$ cat src/hdl/rtc_cfg.svh
// Constants for the terminal command validation block
// Function
// Word valid needs sync, Manchester, odd parity
// Message words contiguous, late data sync errors
// Hardware timeout stops transmission past 800us
// Timeout longer than the longest legal reply
// Valid command on tripped bus clears timeout
// Override shutdown mode on other bus clears
// Reset mode restores power-up state, clears timer
// Only one active controller per bus
// Accept command for own or broadcast address
// Accept commands except in response or transmit; the code still takes a command on the other bus then
// Newer valid command supersedes the earlier one
// Invalid command: no response, status unchanged
// Invalid command resets receiver to hunt again
// Optional detection of unimplemented command functions
// Illegal command: status only, error bit, discard
// Controller never sends illegal commands
// Controller leaves 4us between messages
// Status reply starts 4 to 12us after
// Subaddress 00000 or 11111 means mode command
// Message words sent back to back
// Word is sync, 16 bits, parity bit
`ifndef RTC_CFG_SVH
`define RTC_CFG_SVH

// ----------------------------------------------------------------
// Timing
// ----------------------------------------------------------------
`define RTC_CLK_NS 40
`define RTC_HALF_NS 500
`define RTC_DEAD_NS 2000
`define RTC_CONTIG_NS 4000
`define RTC_RSP_NS 6000
`define RTC_FAILSAFE_NS 800000
`define RTC_REPLY_NS 660000

// ----------------------------------------------------------------
// Word format and codes
// ----------------------------------------------------------------
`define RTC_HALVES 34
`define RTC_SYNC_CMD 6'h38
`define RTC_SYNC_DATA 6'h07
`define RTC_ADDR_LSB 11
`define RTC_TR_BIT 10
`define RTC_SA_LSB 5
`define RTC_WC_LSB 0
`define RTC_BCAST_ADDR 5'h1F
`define RTC_MODE_SA0 5'h00
`define RTC_MODE_SA1 5'h1F
`define RTC_MC_TXSTAT 5'h02
`define RTC_MC_OVR2 5'h05
`define RTC_MC_OVRN 5'h15
`define RTC_MC_RESET 5'h08
`define RTC_WC_ZERO 6'h20

`endif

$ cat src/hdl/rtc_pkg.sv
// Types shared by the terminal command validation block
package rtc_pkg;
    typedef enum logic [1:0] {ST_IDLE, ST_RXD, ST_RSP, ST_TX} rtc_state_t;
    typedef struct packed {
        logic is_cmd;
        logic contig;
        logic [15:0] data;
    } rtc_word_t;
    typedef struct packed {
        logic bcast;
        logic [4:0] addr;
        logic tr;
        logic [4:0] sa;
        logic [4:0] wc;
    } rtc_cmd_t;
endpackage : rtc_pkg

$ cat src/hdl/rtc_cmd_ctl.sv
// Remote terminal command acceptance, message checks and fail-safe
`timescale 1ns/1ns
`include "rtc_cfg.svh"
module rtc_cmd_ctl
    import rtc_pkg::*;
#(
    parameter bit OPT_BCAST = 1'b1,
    parameter bit OPT_OVERRIDE = 1'b1,
    parameter bit OPT_RESET = 1'b1,
    parameter bit MULTI_BUS = 1'b0,
    parameter bit ILLEGAL_CHK = 1'b1,
    parameter logic [31:0] LEGAL_RX_SA = 32'hFFFFFFFF,
    parameter logic [31:0] LEGAL_TX_SA = 32'hFFFFFFFF,
    parameter logic [31:0] LEGAL_MODE = 32'hFFFFFFFF,
    parameter int FS_CYC = `RTC_FAILSAFE_NS / `RTC_CLK_NS
)
(
    input wire logic clk,
    input wire logic resetn,
    input wire logic [1:0] rx_p,
    input wire logic [1:0] rx_n,
    input wire logic [4:0] rt_addr,
    input wire logic [1:0] tx_busy,
    output logic cmd_stb,
    output rtc_cmd_t cmd,
    output logic cmd_bus,
    output logic data_stb,
    output logic [15:0] data_word,
    output logic msg_done,
    output logic msg_ok,
    output logic status_req,
    output logic status_bus,
    output logic status_msg_err,
    output logic status_bcast,
    output logic [1:0] tx_inhibit,
    output logic rt_reset
);
    // ------------------------------------------------------------
    // Derived counts
    // ------------------------------------------------------------
    localparam int RSP_CYC = (`RTC_RSP_NS + `RTC_CLK_NS - 1) / `RTC_CLK_NS;
    localparam int REPLY_CYC = `RTC_REPLY_NS / `RTC_CLK_NS;
    localparam int FSW = $clog2(FS_CYC + 2);
    localparam logic [4:0] OVR_MC = MULTI_BUS ? `RTC_MC_OVRN : `RTC_MC_OVR2;

    rtc_word_t wd [2];
    logic [1:0] stb, werr, gap, hit, take, fs_clr;
    logic [4:0] rt_addr_m, rt_addr_s;
    rtc_state_t st;
    rtc_cmd_t cur_cmd;
    logic cur_bus, cur_ill, saw;
    logic [5:0] left;
    logic [7:0] rsp_cnt;

    // Address strap crosses in through two flops
    always_ff @(posedge clk or negedge resetn) begin
        if (!resetn) begin
            rt_addr_m <= 5'h00;
            rt_addr_s <= 5'h00;
        end else begin
            rt_addr_m <= rt_addr;
            rt_addr_s <= rt_addr_m;
        end
    end

    // ------------------------------------------------------------
    // Selected command decode
    // ------------------------------------------------------------
    wire logic busy_st = (st == ST_RSP) || (st == ST_TX);
    wire logic take_any = |take;
    wire logic tb = ~take[0];
    wire logic [15:0] sw = wd[tb].data;
    wire logic s_tr = sw[`RTC_TR_BIT];
    wire logic [4:0] s_sa = sw[`RTC_SA_LSB +: 5];
    wire logic [4:0] s_wc = sw[`RTC_WC_LSB +: 5];
    wire logic s_bc = sw[`RTC_ADDR_LSB +: 5] == `RTC_BCAST_ADDR;
    wire logic s_mode = s_sa == `RTC_MODE_SA0 || s_sa == `RTC_MODE_SA1;
    wire logic [5:0] s_dw = (s_wc == 5'h00) ? `RTC_WC_ZERO : {1'b0, s_wc};
    wire logic [5:0] s_need = s_mode ? {5'h00, ~s_tr & s_wc[4]} : (s_tr ? 6'h00 : s_dw);
    wire logic s_bad = s_mode ? ~LEGAL_MODE[s_wc] : (s_tr ? ~LEGAL_TX_SA[s_sa] : ~LEGAL_RX_SA[s_sa]);
    wire logic s_ill = ILLEGAL_CHK & s_bad;
    wire logic keep_stat = s_mode && s_wc == `RTC_MC_TXSTAT;

    // Data words on the bus of the message in progress
    wire logic dstb = stb[cur_bus] & ~wd[cur_bus].is_cmd;
    wire logic dgood = dstb & wd[cur_bus].contig;
    wire logic rx_st = (st == ST_RXD) && !take_any;
    wire logic derr = rx_st && ((stb[cur_bus] && !dgood) || werr[cur_bus] || gap[cur_bus]);

    // Message completion, from a command alone or its last data word
    wire logic fin_now = (take_any && s_need == 6'h00) || (rx_st && dgood && left == 6'h01);
    wire rtc_cmd_t f_cmd = take_any ? rtc_cmd_t'({s_bc, sw}) : cur_cmd;
    wire logic f_ill = take_any ? s_ill : cur_ill;
    wire logic f_bus = take_any ? tb : cur_bus;
    wire logic f_mode = f_cmd.sa == `RTC_MODE_SA0 || f_cmd.sa == `RTC_MODE_SA1;
    wire logic f_act = fin_now && !f_ill && f_mode;
    wire logic act_rst = OPT_RESET && f_act && f_cmd.wc == `RTC_MC_RESET;
    wire logic act_ovr = OPT_OVERRIDE && f_act && f_cmd.wc == OVR_MC;

    // ------------------------------------------------------------
    // Per-bus receiver, address match and fail-safe timer
    // ------------------------------------------------------------
    for (genvar b = 0; b < 2; b++) begin : g_bus
        logic [FSW-1:0] fs_cnt;
        wire logic [4:0] adr = wd[b].data[`RTC_ADDR_LSB +: 5];
        wire logic bc_hit = OPT_BCAST && adr == `RTC_BCAST_ADDR;

        rtc_word_rx u_rx (
            .clk(clk),
            .resetn(resetn),
            .rx_p(rx_p[b]),
            .rx_n(rx_n[b]),
            .word(wd[b]),
            .word_stb(stb[b]),
            .word_err(werr[b]),
            .gap_stb(gap[b])
        );

        // Invalid words never reach here, so outside ST_RXD they cannot disturb status
        assign hit[b] = stb[b] & wd[b].is_cmd & ((adr == rt_addr_s) | bc_hit);
        assign take[b] = hit[b] & ~(busy_st && cur_bus == 1'(b));
        assign fs_clr[b] = hit[b] | act_rst | (act_ovr && f_bus != 1'(b));

        // Counts one unbroken transmission; trip holds until cleared
        always_ff @(posedge clk or negedge resetn) begin
            if (!resetn) begin
                fs_cnt <= '0;
                tx_inhibit[b] <= 1'b0;
            end else if (fs_clr[b]) begin
                fs_cnt <= '0;
                tx_inhibit[b] <= 1'b0;
            end else if (!tx_busy[b]) begin
                fs_cnt <= '0;
            end else if (fs_cnt == FSW'(FS_CYC - 1)) begin
                tx_inhibit[b] <= 1'b1;
            end else begin
                fs_cnt <= fs_cnt + 1'b1;
            end
        end
    end

    // ------------------------------------------------------------
    // Message sequencer
    // ------------------------------------------------------------
    // A newer command wins over the message in progress, unless it comes on the busy bus in ST_RSP or ST_TX
    always_ff @(posedge clk or negedge resetn) begin
        if (!resetn) begin
            st <= ST_IDLE;
            {cmd_stb, cmd_bus, data_stb, msg_done, msg_ok} <= 5'h00;
            {status_req, status_bus, status_msg_err, status_bcast} <= 4'h0;
            {rt_reset, cur_bus, cur_ill, saw} <= 4'h0;
            cmd <= '0;
            cur_cmd <= '0;
            data_word <= 16'h0000;
            left <= 6'h00;
            rsp_cnt <= 8'h00;
        end else begin
            cmd_stb <= 1'b0;
            data_stb <= 1'b0;
            msg_done <= 1'b0;
            status_req <= 1'b0;
            rt_reset <= act_rst;
            if (take_any) begin
                cmd_stb <= 1'b1;
                cmd <= f_cmd;
                cmd_bus <= tb;
                cur_cmd <= f_cmd;
                cur_bus <= tb;
                cur_ill <= s_ill;
                left <= s_need;
                st <= ST_RXD;
                if (!keep_stat) begin
                    status_msg_err <= 1'b0;
                    status_bcast <= 1'b0;
                end
            end else begin
                case (st)
                    ST_IDLE: begin
                        rsp_cnt <= 8'h00;
                    end
                    ST_RXD: begin
                        if (derr) begin
                            msg_done <= 1'b1;
                            msg_ok <= 1'b0;
                            status_msg_err <= 1'b1;
                            st <= ST_IDLE;
                        end else if (dgood) begin
                            left <= left - 6'h01;
                            data_stb <= ~cur_ill;
                            data_word <= wd[cur_bus].data;
                        end
                    end
                    ST_RSP: begin
                        rsp_cnt <= rsp_cnt + 8'h01;
                        if (rsp_cnt == 8'(RSP_CYC - 1)) begin
                            status_req <= 1'b1;
                            status_bus <= cur_bus;
                            rsp_cnt <= 8'h00;
                            saw <= 1'b0;
                            st <= ST_TX;
                        end
                    end
                    ST_TX: begin
                        rsp_cnt <= rsp_cnt + 8'h01;
                        if (tx_busy[cur_bus]) begin
                            saw <= 1'b1;
                        end
                        // Give up if the transmitter never starts
                        if ((saw && !tx_busy[cur_bus]) || tx_inhibit[cur_bus]
                            || (!saw && rsp_cnt == 8'(RSP_CYC - 1))) begin
                            st <= ST_IDLE;
                        end
                    end
                    default: begin
                        st <= ST_IDLE;
                    end
                endcase
            end
            if (fin_now) begin
                msg_done <= 1'b1;
                msg_ok <= ~f_ill;
                rsp_cnt <= 8'h00;
                if (f_ill) begin
                    status_msg_err <= 1'b1;
                end
                if (f_cmd.bcast) begin
                    status_bcast <= 1'b1;
                    st <= ST_IDLE;
                end else begin
                    st <= ST_RSP;
                end
            end
            if (act_rst) begin
                status_msg_err <= 1'b0;
                status_bcast <= 1'b0;
            end
        end
    end

    // ------------------------------------------------------------
    // Checks
    // ------------------------------------------------------------
    logic [FSW:0] run0;
    logic [7:0] since_done;

    // Helper counters seen only by the checks
    always_ff @(posedge clk or negedge resetn) begin
        if (!resetn) begin
            run0 <= '0;
            since_done <= 8'h00;
        end else begin
            run0 <= tx_busy[0] ? run0 + 1'b1 : '0;
            since_done <= (fin_now || take_any) ? 8'h00 : since_done + 8'h01;
        end
    end

    property p_cmd_addr;
        @(posedge clk) disable iff (!resetn)
        cmd_stb |-> (cmd.addr == rt_addr_s) || (OPT_BCAST && cmd.addr == `RTC_BCAST_ADDR);
    endproperty
    a_cmd_addr: assert property (p_cmd_addr) else $error("foreign command accepted");

    property p_invalid_quiet;
        @(posedge clk) disable iff (!resetn)
        (werr != 2'b00 && stb == 2'b00 && st != ST_RXD) |=> !cmd_stb && $stable(status_msg_err);
    endproperty
    a_invalid_quiet: assert property (p_invalid_quiet) else $error("invalid word acted on");

    property p_rsp_time;
        @(posedge clk) disable iff (!resetn)
        status_req |-> since_done == 8'(RSP_CYC);
    endproperty
    a_rsp_time: assert property (p_rsp_time) else $error("status request mistimed");

    property p_fs_trip;
        @(posedge clk) disable iff (!resetn)
        (run0 == (FSW+1)'(FS_CYC) && !fs_clr[0]) |=> tx_inhibit[0];
    endproperty
    a_fs_trip: assert property (p_fs_trip) else $error("fail-safe did not trip");

    property p_fs_late;
        @(posedge clk) disable iff (!resetn)
        $rose(tx_inhibit[0]) |-> run0 > (FSW+1)'(REPLY_CYC);
    endproperty
    a_fs_late: assert property (p_fs_late) else $error("fail-safe cut a legal reply");

    property p_fs_clear;
        @(posedge clk) disable iff (!resetn)
        (tx_inhibit[0] && hit[0]) |=> !tx_inhibit[0];
    endproperty
    a_fs_clear: assert property (p_fs_clear) else $error("command did not clear fail-safe");

    property p_override;
        @(posedge clk) disable iff (!resetn)
        (act_ovr && f_bus) |=> !tx_inhibit[0];
    endproperty
    a_override: assert property (p_override) else $error("override did not clear");

    property p_reset_mode;
        @(posedge clk) disable iff (!resetn)
        act_rst |=> rt_reset && tx_inhibit == 2'b00 && !status_msg_err;
    endproperty
    a_reset_mode: assert property (p_reset_mode) else $error("reset mode incomplete");

    property p_busy_block;
        @(posedge clk) disable iff (!resetn)
        (busy_st && hit[cur_bus] && !hit[~cur_bus]) |=> !cmd_stb;
    endproperty
    a_busy_block: assert property (p_busy_block) else $error("command taken while replying");

    property p_supersede;
        @(posedge clk) disable iff (!resetn)
        (st == ST_RXD && take_any) |=> cmd_stb && (st != ST_IDLE || status_bcast || rt_reset);
    endproperty
    a_supersede: assert property (p_supersede) else $error("new command not taken");

    property p_msg_err;
        @(posedge clk) disable iff (!resetn)
        (msg_done && !msg_ok) |-> status_msg_err;
    endproperty
    a_msg_err: assert property (p_msg_err) else $error("message error bit not set");

    c_accept: cover property (@(posedge clk) disable iff (!resetn) cmd_stb);
    c_reply: cover property (@(posedge clk) disable iff (!resetn) status_req);
    c_trip: cover property (@(posedge clk) disable iff (!resetn) $rose(tx_inhibit[0]));
    c_error: cover property (@(posedge clk) disable iff (!resetn) msg_done && !msg_ok);
endmodule : rtc_cmd_ctl

$ cat src/hdl/rtc_word_rx.sv
// Manchester word receiver for one bus
`timescale 1ns/1ns
`include "rtc_cfg.svh"
module rtc_word_rx
    import rtc_pkg::*;
(
    input wire logic clk,
    input wire logic resetn,
    input wire logic rx_p,
    input wire logic rx_n,
    output rtc_word_t word,
    output logic word_stb,
    output logic word_err,
    output logic gap_stb
);
    // ------------------------------------------------------------
    // Half-bit sample points after the last line edge
    // ------------------------------------------------------------
    localparam logic [5:0] SMP0 = 6'((`RTC_HALF_NS / 2) / `RTC_CLK_NS);
    localparam logic [5:0] SMP1 = 6'((`RTC_HALF_NS * 3 / 2) / `RTC_CLK_NS);
    localparam logic [5:0] SMP2 = 6'((`RTC_HALF_NS * 5 / 2) / `RTC_CLK_NS);
    localparam logic [5:0] SMP3 = 6'((`RTC_HALF_NS * 7 / 2) / `RTC_CLK_NS);
    localparam logic [5:0] DEAD = 6'(`RTC_DEAD_NS / `RTC_CLK_NS);
    localparam logic [7:0] CONTIG = 8'(`RTC_CONTIG_NS / `RTC_CLK_NS);

    logic p_m, p_s, n_m, n_s, p_d, n_d;
    logic [5:0] cnt, hunt_sh, hunt_ok, nh;
    logic coll, is_cmd_q, bad, contig_q, par_q;
    logic [33:0] sr;
    logic [7:0] gap;
    logic man_ok;
    logic [16:0] bits;

    // Edges resync the sampler; Manchester guarantees one per bit
    wire logic rail_edge = (p_s != p_d) | (n_s != n_d);
    wire logic smp = !rail_edge && (cnt == SMP0 || cnt == SMP1 || cnt == SMP2 || cnt == SMP3);
    wire logic hb = p_s & ~n_s;
    wire logic hbad = (p_s == n_s);
    wire logic [5:0] nsh = {hunt_sh[4:0], hb};
    wire logic [5:0] nok = {hunt_ok[4:0], ~hbad};
    wire logic sync_c = (&nok) && nsh == `RTC_SYNC_CMD;
    wire logic sync_d = (&nok) && nsh == `RTC_SYNC_DATA;
    wire logic dead = coll && cnt >= DEAD;
    wire logic last = coll && smp && nh == 6'(`RTC_HALVES - 1);
    wire logic [33:0] fsr = {sr[32:0], hb};

    // Pair check and bit extraction, first bit in time is the MSB
    always_comb begin
        man_ok = 1'b1;
        bits = '0;
        for (int j = 0; j < 17; j++) begin
            man_ok = man_ok & (fsr[33 - 2 * j] ^ fsr[32 - 2 * j]);
            bits[16 - j] = fsr[33 - 2 * j];
        end
    end
    wire logic fbad = bad | hbad | !man_ok | !(^bits);

    // Two flops on each line rail before any logic
    always_ff @(posedge clk or negedge resetn) begin
        if (!resetn) begin
            {p_m, p_s, n_m, n_s, p_d, n_d} <= 6'h00;
        end else begin
            {p_m, p_s, p_d} <= {rx_p, p_m, p_s};
            {n_m, n_s, n_d} <= {rx_n, n_m, n_s};
        end
    end

    // Clocks since last edge, saturating when the line is dead
    always_ff @(posedge clk or negedge resetn) begin
        if (!resetn) begin
            cnt <= 6'h3F;
        end else if (rail_edge) begin
            cnt <= 6'h00;
        end else if (cnt != 6'h3F) begin
            cnt <= cnt + 6'h01;
        end
    end

    // Gap since last word end; a late sync is not contiguous
    always_ff @(posedge clk or negedge resetn) begin
        if (!resetn) begin
            gap <= 8'hFF;
        end else if (last || dead) begin
            gap <= dead ? 8'hFF : 8'h00;
        end else if (!coll && gap != 8'hFF) begin
            gap <= gap + 8'h01;
        end
    end
    assign gap_stb = !coll && gap == CONTIG + 8'h01;

    // Hunt for sync, then collect 34 half bits
    always_ff @(posedge clk or negedge resetn) begin
        if (!resetn) begin
            {coll, is_cmd_q, bad, contig_q, par_q} <= 5'h00;
            {word_stb, word_err} <= 2'h0;
            hunt_sh <= 6'h00;
            hunt_ok <= 6'h00;
            nh <= 6'h00;
            sr <= '0;
            word <= '0;
        end else begin
            word_stb <= 1'b0;
            word_err <= 1'b0;
            if (!coll) begin
                if (smp) begin
                    hunt_sh <= nsh;
                    hunt_ok <= nok;
                    coll <= sync_c | sync_d;
                    is_cmd_q <= sync_c;
                    contig_q <= gap <= CONTIG;
                    nh <= 6'h00;
                    bad <= 1'b0;
                end
            end else if (dead) begin
                coll <= 1'b0;
                word_err <= 1'b1;
                hunt_ok <= 6'h00;
            end else if (smp) begin
                sr <= fsr;
                bad <= bad | hbad;
                nh <= nh + 6'h01;
                if (last) begin
                    coll <= 1'b0;
                    hunt_ok <= 6'h00;
                    word_err <= fbad;
                    word_stb <= !fbad;
                    word <= '{is_cmd: is_cmd_q, contig: contig_q, data: bits[16:1]};
                    par_q <= bits[0];
                end
            end
        end
    end

    // ------------------------------------------------------------
    // Checks
    // ------------------------------------------------------------
    property p_word_parity;
        @(posedge clk) disable iff (!resetn)
        word_stb |-> (^{word.data, par_q}) == 1'b1;
    endproperty
    a_word_parity: assert property (p_word_parity) else $error("even parity word passed");
endmodule : rtc_word_rx

$ cat config.mk
export PLATFORM = sky130hd
export DESIGN_NAME = rtc_cmd_ctl
export DESIGN_NICKNAME = d
export VERILOG_FILES = /design/src/hdl/rtc_pkg.sv /design/src/hdl/rtc_cmd_ctl.sv /design/src/hdl/rtc_word_rx.sv
export VERILOG_INCLUDE_DIRS = /design/src /design/src/hdl
export SDC_FILE = /design/constraint.sdc
export NUM_CORES = 1
export LEC_CHECK = 0
export ABC_AREA = 1
export BUFFER_PORTS_ARGS = -buffer_cell sky130_fd_sc_hd__buf_2
export CAP_MARGIN = 20
export CORE_AREA = 2 2 157 159
export CTS_CLUSTER_DIAMETER = 200
export DETAILED_ROUTE_END_ITERATION = 16
export DIE_AREA = 0 0 159 161
export PLACE_DENSITY = 0.77
export SETUP_SLACK_MARGIN = 0.02
export SLEW_MARGIN = 20
export SYNTH_ARGS = -nofsm -noshare
export SYNTH_HDL_FRONTEND = slang
export SYNTH_SLANG_ARGS = --single-unit
$ cat constraint.sdc
create_clock -name clk -period 3.2 [get_ports clk]
set_clock_uncertainty 0.15 [all_clocks]
set_input_delay 0 -clock clk [delete_from_list [all_inputs] [get_ports clk]]
set_output_delay 0 -clock clk [all_outputs]
set_load 0.01 [all_outputs]
==> metrics.txt <==
share of the synthesized area in the top cell type=46.4%; Clock Latency Late Sink=roughly 0.56 ns; Min-Delay Path Depth=0; Clk pwr share=49.2%; vias in the first global route=between 10000 and 15000; P_int=0.00610 W; CTS Buffer Depth=3; Ports=58; reg2reg end=g_bus[0].fs_cnt[6]; Routed WL=about 33 mm; H-Tree Depth=1; Die W=around 160 microns; global-route wire length before repair=54.8 mm; DR WL/cell=~16 microns; IO buf count=57; Post-Syn Area=14100 sq um; Post-DP HPWL=22.8 mm; Max Clk Rate=317 MHz; CP peak stage delay=0.44 ns; Compound-Gate Fraction of Synth Area=12.3%; Worst Path Arrival=3.44 ns; leading cell type in the layout, fill and taps excluded=nand2_1; # fillers=1814; GRT overflow=0; Routed Antenna Nets=0; Max Slew Vio Count=0; Core ar.=around 24000 sq um; combinational family with the most area after synthesis=simple AND/OR/NAND/NOR gates; Tmin final=3.15 ns; CTS Buf Count=30; Fin. Hold Viols=0; Critical Path Slowest Stage Cell=dfrtp_1; largest net degree at the start of global routing=60; top post-synthesis cells by area=dfrtp_1 46%, nand2_1 8.8%, o21ai_0 5.9%; initial drt markers=1027; # DRC=0; Top delay family on crit path=simple AND/OR/NAND/NOR gates; Least-Margin Pin Slew=between 0.6 and 0.7 ns; via count=11600; layout cells sized above 1=15.7%; register area=7290 sq um; setup slack, reg-to-reg=roughly 0.046 ns; grt peak-use layer=met2; run status=finished clean; CP Cell Sequence=ha_1, nor2_1, inv_1, nand2_4, nand3_4, buf_6, o21ai_1, nor2_1, nand2_2, nand2_2, nand2_1, nand2_1, nor2_2, nand2_2, nand2_4, nand4_1, nor2_2, nor2_4, buf_12, nand2_8, nor2_4; post-synthesis sequential area ratio=51.6%; GRT met1 Usage=35.9%; Syn-to-layout area delta=17.9%; Worst Hold End=g_bus[1].u_rx.p_s; clock sink total=290; TritonCTS clock tree=yes; cell area after placement=14900 sq um; most frequent cells in the layout=322 x nand2_1, 261 x dfrtp_1, 197 x inv_1, 164 x o21ai_0, 125 x nor2_1; dominant synthesized flop cell=dfrtp_1; R2R depth=21; post-synth top area cell=dfrtp_1; Layout Nets=between 1500 and 2000; startpoint types=flip-flop; Clock Tree Root=clkbuf_16; num rows=57; synth warn=0; worst r2r src=st[1]; final worst slack=0.0459 ns; Comb power frac=2.6%; total global routing track utilization=25.9%; P per Cell Area=463 nW/um^2; max_cap viols=0; # setup viols final=0; Initial Util=59.0%; #FFs+latches synth=a little under 300; multiplexer share of the synthesized area=0.531%; Post-Synth Adder-Cell Area=2.21%; required time of the worst setup path=3.49 ns; GR Layer Usage met3=under 10%; Placer Congestion=just under 0.9; XOR/XNOR Fraction of Synth Area=5.76%; Max Fanout on Critical Path=7; Antenna Cells=0; number of synthesized flops with an enable pin=0; Seq pwr share=between 40% and 50%; met2 Use GR=42.7%; Worst Setup SP=st[1]; initial antenna violation count=0; HP Class=flip-flop to flip-flop; Post-Synth Simple-Gate Area=20.4%; Cell variety after synth=57; Via density=5.54; slew margin rel.=53.5%; dpl ws=-0.0378 ns; share of flip-flops with an asynchronous set or reset=100%; type of the worst setup path=flip-flop to flip-flop; RSZ-0062 raised after global routing=true; post-synthesis average cell area=around 8.7 sq um; crit share post-route=98.6%; crit end category=flip-flop; switching power=approximately 0.0016 W; Worst Hold Launch=g_bus[1].u_rx.p_m; Syn Inst Count=1633; worst vdd ir=0.404 mV; clk slew on worst S/H paths=0.06 ns; Lkg Pwr=7.65 nW; most frequent CP cell=nand2_2; die area=25600 sq um; Layout Cell Area excl Fill=approximately 17000 sq um; multi-input combinational cell area=6090 sq um; Mapped Nets=between 1500 and 2000; Switching Share=20.8%; Die Y-Extent=161 microns; Buf/Inv on CP=3; count of TritonRoute iterations in the first routing pass=5
[Yosys cell counts, drive strengths merged (2+ instances only)]
master   number
o22ai        21
a21oi        45
nor2        154
buf          14
or2           3
a211oi        4
clkbuf       32
inv         207
xnor2        45
mux2i         3
nand3b        2
nand2       343
o21ai       175
a311oi        2
nor3         33
nand4        35
nor4         11
dfstp        28
xor2         48
dfrtp       262
o21bai        2
o41ai         2
o2111ai       9
ha           25
clkinv        4
o211ai        7
mux2          4
a31oi        24
a221oi        2
and3          3
o31ai         2
a22oi         2
nand3        70
o221a         2
[stage by stage]
| step | cells | total power [W] | setup TNS, ns | hold WS, ns | util (%) |
|---|---|---|---|---|---|
| 2_1_floorplan | 1633 | 0.00384 | 0 | -0.446 | - |
| 3_3_place_gp | 2004 | 0.00395 | 0 | -0.0588 | 62.3 |
| 3_5_place_dp | 2004 | 0.00395 | -0.149 | -0.0651 | 62.3 |
| 4_1_cts | 2084 | 0.00777 | 0 | 0.169 | 68.0 |
| 5_1_grt | 2100 | 0.00797 | -1.91 | 0.200 | 69.6 |
| 6_report | 2100 | 0.00771 | 0 | 0.197 | 69.6 |
[cell type report]
| type | instances | area share, % |
|---|---|---|
| sequential | 290 | 43.8 |
| multi-input combinational | 1090 | 36.5 |
| clock buffer | 44 | 5.37 |
| inverter | 211 | 4.77 |
| clock inverter | 12 | 1.22 |
| timing repair buffer | 129 | 5.90 |
| tap | 324 | 2.43 |
[repair_timing]
action	in CTS	in global routing
resized for setup	1	65
pin swaps	1	19
hold buffers	23	0
buffers inserted	0	13
endpoints found under the hold margin	277	0
gates cloned	1	3
endpoints found under the setup margin	15	59
[metal layers]
layer / vias to the layer above / wire (microns)
met3: 80 / 1990
met1: 5569 / 14500
li1: 5610 / -
met2: 379 / 15700
met5: - / 0
met4: 0 / 1090
[power groups by stage]
stage                     combinational, W  sequential [W]  clock [W]
final                             0.000202         0.00372    0.00379
after global placement            0.000165         0.00378          0
after global routing              0.000232         0.00372    0.00402
after detailed placement          0.000168         0.00378          0
after floorplan                  0.0000641         0.00378          0
after CTS                         0.000196         0.00372    0.00386
[worst max-delay path by stage]
stage,to,slack [ns],cells after the start
floorplan,g_bus[0].fs_cnt[8],0.41,22
global placement,g_bus[0].fs_cnt[3],0.09,19
detailed placement,g_bus[0].fs_cnt[2],-0.04,22
CTS,g_bus[0].fs_cnt[2],0.04,22
global route,g_bus[0].fs_cnt[2],-0.08,23
finish,g_bus[0].fs_cnt[6],0.05,21
[registers in the layout (all words and copies together), names as in the netlist, 5 cells and up]
signal and flops:
cur_cmd 17, data_word 16, g_bus.fs_cnt 30, g_bus.u_rx.cnt 12, g_bus.u_rx.gap 16, g_bus.u_rx.hunt_ok 10, g_bus.u_rx.hunt_sh 10, g_bus.u_rx.nh 12
g_bus.u_rx.sr 66, g_bus.u_rx.word 36, left 6, rsp_cnt 8, rt_addr_m 5, rt_addr_s 5
[logic make-up (layout without fill, tap and decap cells)]
family                     after synthesis  count (layout)
adders and majority gates               25              25
buffers and inverters                  257             396
AOI/OAI and AO/OA                      307             307
and+or+nand+nor                        654             658
DFF                                    290             290
muxes                                    7               7
xor gates and xnor gates                93              93
Power figures use the tool's default switching activity.
